[config.mk]
export PLATFORM = sky130hd
export DESIGN_NAME = wdl_exec
export DESIGN_NICKNAME = d
export VERILOG_FILES = /design/src/logic/wdl_regfile.v /design/src/logic/wdl_exec.v
export VERILOG_INCLUDE_DIRS = /design/src /design/src/logic
export SDC_FILE = /design/constraint.sdc
export NUM_CORES = 2
export LEC_CHECK = 0
export ABC_CLOCK_PERIOD_IN_PS = 14030
export BUFFER_PORTS_ARGS = -buffer_cell sky130_fd_sc_hd__buf_2
export CAP_MARGIN = 10
export CORE_MARGIN = 8
export CORE_UTILIZATION = 35
export CTS_BUF_LIST = sky130_fd_sc_hd__clkbuf_16
export DETAILED_ROUTE_END_ITERATION = 7
export GPL_TIMING_DRIVEN = 0
export HOLD_SLACK_MARGIN = 0.06
export PLACE_DENSITY_LB_ADDON = 0.08
export RECOVER_POWER = 25
export SETUP_SLACK_MARGIN = 0.3
export SLEW_MARGIN = 20
export SYNTH_ARGS = -nofsm -noshare
export SYNTH_HDL_FRONTEND = slang
export SYNTH_SLANG_ARGS = --single-unit
[constraint.sdc]
create_clock -name mclk_in -period 14.03 [get_ports mclk_in]
set_input_delay 1.403 -clock mclk_in [delete_from_list [all_inputs] [get_ports mclk_in]]
set_output_delay 1.403 -clock mclk_in [all_outputs]
set_load 0.005 [all_outputs]
[src/logic/wdl_defs.vh]
// Constants for the word decrement, loop and interrupt disable execution block
`ifndef WDL_DEFS_VH
`define WDL_DEFS_VH
`define WDL_OP_WORD_DEC_PAIR 8'h80
`define WDL_OP_WORD_DEC_IND 8'h81
`define WDL_OP_INT_DISABLE 8'h8f
`define WDL_OP_LOOP_LOW 4'ha
`define WDL_WREG_NIBBLE 4'he
`define WDL_IMR_ADDR 8'hfb
`define WDL_IMR_GLOBAL_BIT 7
`define WDL_CYC_WORD_DEC 4'd10
`define WDL_CYC_INT_DISABLE 4'd6
`define WDL_CYC_LOOP_TAKEN 4'd12
`define WDL_CYC_LOOP_FALL 4'd10
`define WDL_FLAG_C 7
`define WDL_FLAG_Z 6
`define WDL_FLAG_S 5
`define WDL_FLAG_V 4
`define WDL_FLAG_D 3
`define WDL_FLAG_H 2
`define WDL_RP_RESET 4'h0
`define WDL_IMR_RESET 8'h00
`define WDL_FLAGS_RESET 8'h00
`endif

[src/logic/wdl_regfile.v]
// Byte-wide register file with registered read data
`timescale 1ns/1ps
module wdl_regfile (
  input wire mclk_in,
  input wire we_in,
  input wire [7:0] waddr_in,
  input wire [7:0] wdata_in,
  input wire [7:0] raddr_in,
  output reg [7:0] rdata_out
);
  reg [7:0] mem [0:255];
  always @(posedge mclk_in) begin
    if (we_in) begin
      mem[waddr_in] <= wdata_in;
    end
    rdata_out <= mem[raddr_in];
  end
endmodule // wdl_regfile

[src/logic/wdl_exec.v]
// Execution of word decrement, interrupt disable and count loop branch instructions
//
// How it works
// - Word decrement: 16-bit minus one, ten cycles
// - Zero flag set when 16-bit result zero
// - Overflow flag on signed 16-bit overflow
// - Sign flag follows result bit fifteen
// - Carry, half-carry, decimal-adjust flags untouched
// - Operand Ex selects working register pair
// - Interrupt disable clears mask bit seven, six cycles
// - Per-level mask enables stay unchanged
// - Loop opcode rA; twelve or ten cycles
// - Decrement register; branch when result nonzero
// - Displacement added to next instruction address
// - Displacement signed, range -128 to +127
// - Counter valid only in 04 to 7F
`timescale 1ns/1ps
`include "wdl_defs.vh"
module wdl_exec (
  input wire mclk_in,
  input wire rst_n_in,
  input wire start_in,
  input wire [7:0] opcode_in,
  input wire [7:0] operand_in,
  input wire [15:0] next_pc_in,
  input wire [3:0] reg_ptr_in,
  input wire rf_we_in,
  input wire [7:0] rf_waddr_in,
  input wire [7:0] rf_wdata_in,
  input wire [7:0] flags_in,
  input wire flags_we_in,
  input wire [7:0] imr_in,
  input wire imr_we_in,
  output wire busy_out,
  output reg done_out,
  output reg [15:0] pc_out,
  output reg pc_load_out,
  output reg [7:0] flags_out,
  output reg [7:0] interrupt_mask_reg_out,
  output reg [3:0] cycles_out,
  output reg illegal_out
);
  // ----------------------------------------------------------------
  // States
  // ----------------------------------------------------------------
  localparam ST_IDLE = 8'b00000001;
  localparam ST_PTR = 8'b00000010;
  localparam ST_RDHI = 8'b00000100;
  localparam ST_RDLO = 8'b00001000;
  localparam ST_WRHI = 8'b00010000;
  localparam ST_WRLO = 8'b00100000;
  localparam ST_WAIT = 8'b01000000;
  localparam ST_PTRRD = 8'b10000000;

  reg [7:0] state;
  reg [7:0] next_state;
  reg [7:0] addr;
  reg [7:0] hi;
  reg [3:0] cnt;
  reg [3:0] target;
  reg is_loop;
  reg [7:0] disp;
  reg we;
  reg [7:0] waddr;
  reg [7:0] wdata;
  reg [7:0] raddr;
  wire [7:0] rdata;
  wire [7:0] mux_we_addr;

  assign busy_out = (state != ST_IDLE);

  // Ex operand byte maps onto the current working register bank
  function [7:0] wdl_map;
    input [7:0] b;
    input [3:0] rp;
    begin
      wdl_map = (b[7:4] == `WDL_WREG_NIBBLE) ? {rp, b[3:0]} : b;
    end
  endfunction

  // ----------------------------------------------------------------
  // Register file
  // ----------------------------------------------------------------
  // Core writes win only when this block is idle
  wire core_wr = rf_we_in && !busy_out;
  assign mux_we_addr = core_wr ? rf_waddr_in : waddr;

  wdl_regfile u_rf (
    .mclk_in(mclk_in),
    .we_in(core_wr || we),
    .waddr_in(mux_we_addr),
    .wdata_in(core_wr ? rf_wdata_in : wdata),
    .raddr_in(raddr),
    .rdata_out(rdata)
  );

  wire [15:0] word_in = {hi, rdata};
  wire [15:0] word_res = word_in - 16'h0001;
  wire [7:0] cnt_res = rdata - 8'h01;
  wire [15:0] br_pc = next_pc_in + {{8{disp[7]}}, disp};

  always @* begin
    next_state = state;
    case (state)
      ST_IDLE: next_state = state;
      ST_PTRRD: next_state = ST_PTR;
      ST_PTR: next_state = ST_RDHI;
      ST_RDHI: next_state = is_loop ? ST_WRLO : ST_RDLO;
      ST_RDLO: next_state = ST_WRHI;
      ST_WRHI: next_state = ST_WRLO;
      ST_WRLO: next_state = ST_WAIT;
      ST_WAIT: next_state = (cnt <= 4'd1) ? ST_IDLE : ST_WAIT;
      default: next_state = ST_IDLE;
    endcase
  end

  // ----------------------------------------------------------------
  // Sequencer
  // ----------------------------------------------------------------
  always @(posedge mclk_in or negedge rst_n_in) begin
    if (!rst_n_in) begin
      state <= ST_IDLE;
      addr <= 8'h00;
      hi <= 8'h00;
      cnt <= 4'h0;
      target <= 4'h0;
      is_loop <= 1'b0;
      disp <= 8'h00;
      we <= 1'b0;
      waddr <= 8'h00;
      wdata <= 8'h00;
      raddr <= 8'h00;
      done_out <= 1'b0;
      pc_out <= 16'h0000;
      pc_load_out <= 1'b0;
      flags_out <= `WDL_FLAGS_RESET;
      interrupt_mask_reg_out <= `WDL_IMR_RESET;
      cycles_out <= 4'h0;
      illegal_out <= 1'b0;
    end else begin
      we <= 1'b0;
      done_out <= 1'b0;
      pc_load_out <= 1'b0;
      state <= next_state;
      if (flags_we_in && !busy_out) begin
        flags_out <= flags_in;
      end
      if (imr_we_in && !busy_out) begin
        interrupt_mask_reg_out <= imr_in;
      end
      if (state != ST_IDLE) begin
        cnt <= cnt - 4'd1;
      end
      case (state)
        ST_IDLE: begin
          if (start_in) begin
            is_loop <= 1'b0;
            illegal_out <= 1'b0;
            if (opcode_in == `WDL_OP_WORD_DEC_PAIR) begin
              addr <= wdl_map(operand_in, reg_ptr_in);
              raddr <= wdl_map(operand_in, reg_ptr_in);
              // Take cycle counts as the first of the instruction
              cnt <= `WDL_CYC_WORD_DEC - 4'd1;
              target <= `WDL_CYC_WORD_DEC;
              state <= ST_RDHI;
            end else if (opcode_in == `WDL_OP_WORD_DEC_IND) begin
              raddr <= wdl_map(operand_in, reg_ptr_in);
              cnt <= `WDL_CYC_WORD_DEC - 4'd1;
              target <= `WDL_CYC_WORD_DEC;
              // Pointer byte needs one cycle to leave the registered read port
              state <= ST_PTRRD;
            end else if (opcode_in == `WDL_OP_INT_DISABLE) begin
              // Only the global enable drops; level enables stay armed
              interrupt_mask_reg_out[`WDL_IMR_GLOBAL_BIT] <= 1'b0;
              cnt <= `WDL_CYC_INT_DISABLE - 4'd1;
              target <= `WDL_CYC_INT_DISABLE;
              state <= ST_WAIT;
            end else if (opcode_in[3:0] == `WDL_OP_LOOP_LOW) begin
              is_loop <= 1'b1;
              disp <= operand_in;
              addr <= {reg_ptr_in, opcode_in[7:4]};
              raddr <= {reg_ptr_in, opcode_in[7:4]};
              // Counter outside 04-7F raises illegal_out; the loop still executes there
              illegal_out <= ({reg_ptr_in, opcode_in[7:4]} < 8'h04) ||
                ({reg_ptr_in, opcode_in[7:4]} > 8'h7f);
              cnt <= `WDL_CYC_LOOP_FALL - 4'd1;
              target <= `WDL_CYC_LOOP_FALL;
              state <= ST_RDHI;
            end
          end
        end
        ST_PTRRD: begin
        end
        ST_PTR: begin
          addr <= wdl_map(rdata, reg_ptr_in);
          raddr <= wdl_map(rdata, reg_ptr_in);
        end
        ST_RDHI: begin
          raddr <= addr + 8'h01;
        end
        ST_RDLO: begin
          hi <= rdata;
        end
        ST_WRHI: begin
          we <= 1'b1;
          waddr <= addr;
          wdata <= word_res[15:8];
          hi <= word_res[7:0];
          flags_out[`WDL_FLAG_Z] <= (word_res == 16'h0000);
          flags_out[`WDL_FLAG_S] <= word_res[15];
          flags_out[`WDL_FLAG_V] <= word_in[15] & ~word_res[15];
          // C, H and D bits deliberately left alone
        end
        ST_WRLO: begin
          we <= 1'b1;
          if (is_loop) begin
            // Loop counter write; flags untouched
            waddr <= addr;
            wdata <= cnt_res;
            if (cnt_res != 8'h00) begin
              pc_out <= br_pc;
              pc_load_out <= 1'b1;
              cnt <= cnt + 4'd1;
              target <= `WDL_CYC_LOOP_TAKEN;
            end
          end else begin
            waddr <= addr + 8'h01;
            wdata <= hi;
          end
        end
        ST_WAIT: begin
          if (cnt <= 4'd1) begin
            done_out <= 1'b1;
            cycles_out <= target;
          end
        end
        default: begin
          state <= ST_IDLE;
        end
      endcase
    end
  end
endmodule // wdl_exec

==> metrics.csv <==
stage;metric;value;unit
worst_setup_path;CP Launch Type;flop;
finish;max reg flops;2048;
pwr;Cell Pwr Density;203;nW/µm²
hold_path;Worst Hold Path Cells;2;
finish;FILL cells;21700;
cts;CTS Root Cell;clkbuf_16;
worst_setup_path;most used cell, CP;clkbuf_1;
sta;Tcrit/Tclk final;59.7;%
drt;Post-Route M1 WL;125000;µm
cts;Hold-fix buffers, CTS;0;
synth;Seq/Total Area, Yosys;75.2;%
hold_path;Worst Min Path Start;pc_out[0];
drt;Final ANT Viol Nets;0;
synth;Synth Area per Inst;19.7;µm²
cts;clock latency on the worst-skew pair;0.87;ns
synth;leading area contributor after synthesis;edfxtp_1;
worst_setup_path;kind of critical path;reg2reg;
global_routing;first-pass GRT wire length;392000;µm
pwr;static leakage;31.7;nW
sta;setup TNS;0;ns
drt;vias after detailed routing;45400;
synth;number of distinct library cells after synthesis;82;
worst_setup_path;slowest stage delay, CP;2.16;ns
pwr;Peak VDD IR;140;µV
finish;layout cells sized above 1;23.8;%
global_routing;largest net degree at the start of global routing;69;
sta;fin crit period;8.38;ns
cts;postcts setup bufs;0;
cts;CTS resizes;0;
sta;Hold Fails Final Rpt;0;
worst_setup_path;Crit-path slowest cell;clkbuf_1;
cts;htree depth;4;
drt;DRT iter0 DRCs;4931;
synth;count leader, synth;edfxtp_1;
flow_run;Max-Cap Viols;19;
synth;ys async rst share;4.77;%
synth;Syn. warnings;0;
floorplanning;Die Footprint;260000;µm²
placed_design;GP Congestion;0.825;
floorplanning;CORE AREA;243000;µm²
synth;Post-synth EDFFs;2048;
finish;Nets;4812;
synth;Post-Syn Instances;4329;
cts;clock buffer depth;3;
finish;Finished Cell Area;98200;µm²
finish;biggest regs;u_rf.mem: 2048 flops, pc_out: 16 flops;
finish;Area growth syn-to-layout;14.9;%
cts;clk slew on worst S/H paths;0.07;ns
synth;most common library cells after synthesis;2,048 x edfxtp_1, 506 x mux4_2, 315 x nor2_1, 155 x nand2_1, 135 x a21oi_1;
sta;final clock skew;0.0575;ns
floorplanning;die span in y;510;µm
placed_design;port bufs;111;
drt;met3 routed WL;18400;µm
finish;Biggest register;u_rf.mem;
drt;DR vias/cell;5.59;
hold_path;type of the tightest min-delay check;reg2reg;
hold_path;Hold EP;pc_out[0];
global_routing;total track usage;21.9;%
cts;CTS sink cnt;2159;
sta;Max Freq;119;MHz
synth;mapped cell area;85500;µm²
cts;CTS tree;built;
worst_setup_path;crit path DAT;9.04;ns
global_routing;grt ovf;0;
drt;final WL;289000;µm
placed_design;placed cells;7686;
drt;drt first pass iters;5;
synth;Synthesized Nets;4426;
floorplanning;row count;181;
floorplanning;die width;510;µm
finish;Final Instance Count excl. Fillers;8120;
sta;RSZ-0062 raised after global routing;no;
drt;DRC viols;0;
sta;Slew Viols, Final;1006;
sta;slew margin rel.;-123;%
floorplanning;io pins;114;
drt;DR WL/cell;35.6;µm
synth;Yosys reg bits;2159;
sta;Worst Tran Pin Value;3.34;ns
worst_setup_path;crit path max fanout;57;
floorplanning;initial core utilization;35.2;%
cts;total CTS buffers;229;
worst_setup_path;worst reg2reg setup slack;5.65;ns
worst_setup_path;Worst Reg2Reg Path Length in Cells;10;
synth;Synth top area share;72.0;%
sta;final setup fails;0;
worst_setup_path;Worst R2R Start;state[5];
global_routing;initial antenna violation count;31;
placed_design;Placement Cell Area;91200;µm²
placed_design;hpwl dp;199000;µm
worst_setup_path;Worst Path Required;14.69;ns
worst_setup_path;CP Cell Sequence;or4_1 -> nor4_1 -> and2_0 -> clkbuf_1 -> clkbuf_1 -> nand2_1 -> nand2_1 -> clkbuf_1 -> buf_16 -> buf_12;
synth;top_reg_cell synth;edfxtp_1;
drt;Met2 Wirelength;136000;µm
finish;final core utilization;40.4;%
global_routing;number of global-route vias before repair;45600;
outcome;status;complete, but fails checks;
drt;highest metal used;met5;
synth;top post-synthesis cells by area;edfxtp_1 72%, mux4_2 13%, dfrtp_1 3.0%;
worst_setup_path;reg-to-reg endpoint;u_rf.mem[78][4];
worst_setup_path;Worst Setup End Kind;flop;
sta;min setup slack post-route;5.65;ns
placed_design;worst slack at placement;8.59;ns
outcome;violated checks;capacitance limit, slew limit;
-- through the flow --
stage                     power [mW]  hold slack [ns]
after floorplan                 11.0            0.461
after global placement          14.2            0.461
after detailed placement        14.1            0.459
after CTS                       20.1            0.467
after global routing            20.5            0.492
final                           19.9            0.472
-- worst max-delay path: cells and delay by family, from the launching register on --
kind | cells | cell delay, ns
buffers and inverters | 5 | 3.55
DFF | 1 | 0.44
and+or+nand+nor | 5 | 3.99
-- cell usage in the layout (no fill, tap or decap), drive strengths merged, types with 15 or more instances in the layout --
cell type / instances
clkbuf: 396
nand3b: 19
buf: 242
dfrtp: 102
ha: 22
a21oi: 135
a22oi: 90
nand2b: 23
nand2: 162
nand3: 47
o211ai: 18
mux2: 51
nor2b: 15
o221ai: 49
and3: 16
nand4: 15
bufinv: 25
nor2: 318
inv: 82
nor3: 24
clkinv: 106
o21ai: 79
mux4: 506
edfxtp: 2048
mux2i: 110
xnor2: 18
-- cells by family after synthesis --
group / count (synthesis) / share of synthesized area, %
compound gates: 479 / 3.75
simple gates: 690 / 3.68
mux: 667 / 15.3
fa+ha+maj: 23 / 0.345
other cells: 1 / 0.00439
xor+xnor: 32 / 0.328
buf+inv: 278 / 1.42
flops: 2159 / 75.2
-- final cells by class --
cell class                 instances  area (µm²)  area share (%)
clock inverter                   197        1650            1.68
multi-input combinational       1892       20000            20.3
antenna                            8        20.0          0.0204
sequential                      2159       64200            65.4
buffer                           254        1160            1.19
inverter                          24        95.1          0.0969
tap                             3202        4010            4.08
timing repair buffer             155        1290            1.32
clock buffer                     229        5730            5.84
-- how the worst max path moves through the flow --
| stage | start | to | slack, ns | cells past startpoint |
|---|---|---|---|---|
| floorplan | state[5] | u_rf.mem[0][0] | 8.24 | 7 |
| global placement | state[5] | u_rf.mem[172][3] | 2.33 | 7 |
| detailed placement | raddr[0] | u_rf.rdata_out[1] | 8.59 | 12 |
| CTS | raddr[0] | u_rf.rdata_out[1] | 8.55 | 12 |
| global route | state[5] | u_rf.mem[77][4] | 5.27 | 10 |
| finish | state[5] | u_rf.mem[78][4] | 5.65 | 10 |
-- metal layers --
metal,GRT usage [%],vias up
met4,6.60,4
met1,30.5,24700
met2,35.3,1643
li1,-,18700
met3,3.70,372
met5,0.537,-
-- power breakdown --
group	internal (mW)	switching [mW]	leakage, nW
Clock	3.42	2.60	3.80
Combinational	2.19	4.25	7.81
Sequential	7.38	0.104	20.1
Total	13.0	6.95	31.7
Note: power is estimated with default switching activity, not from simulation.
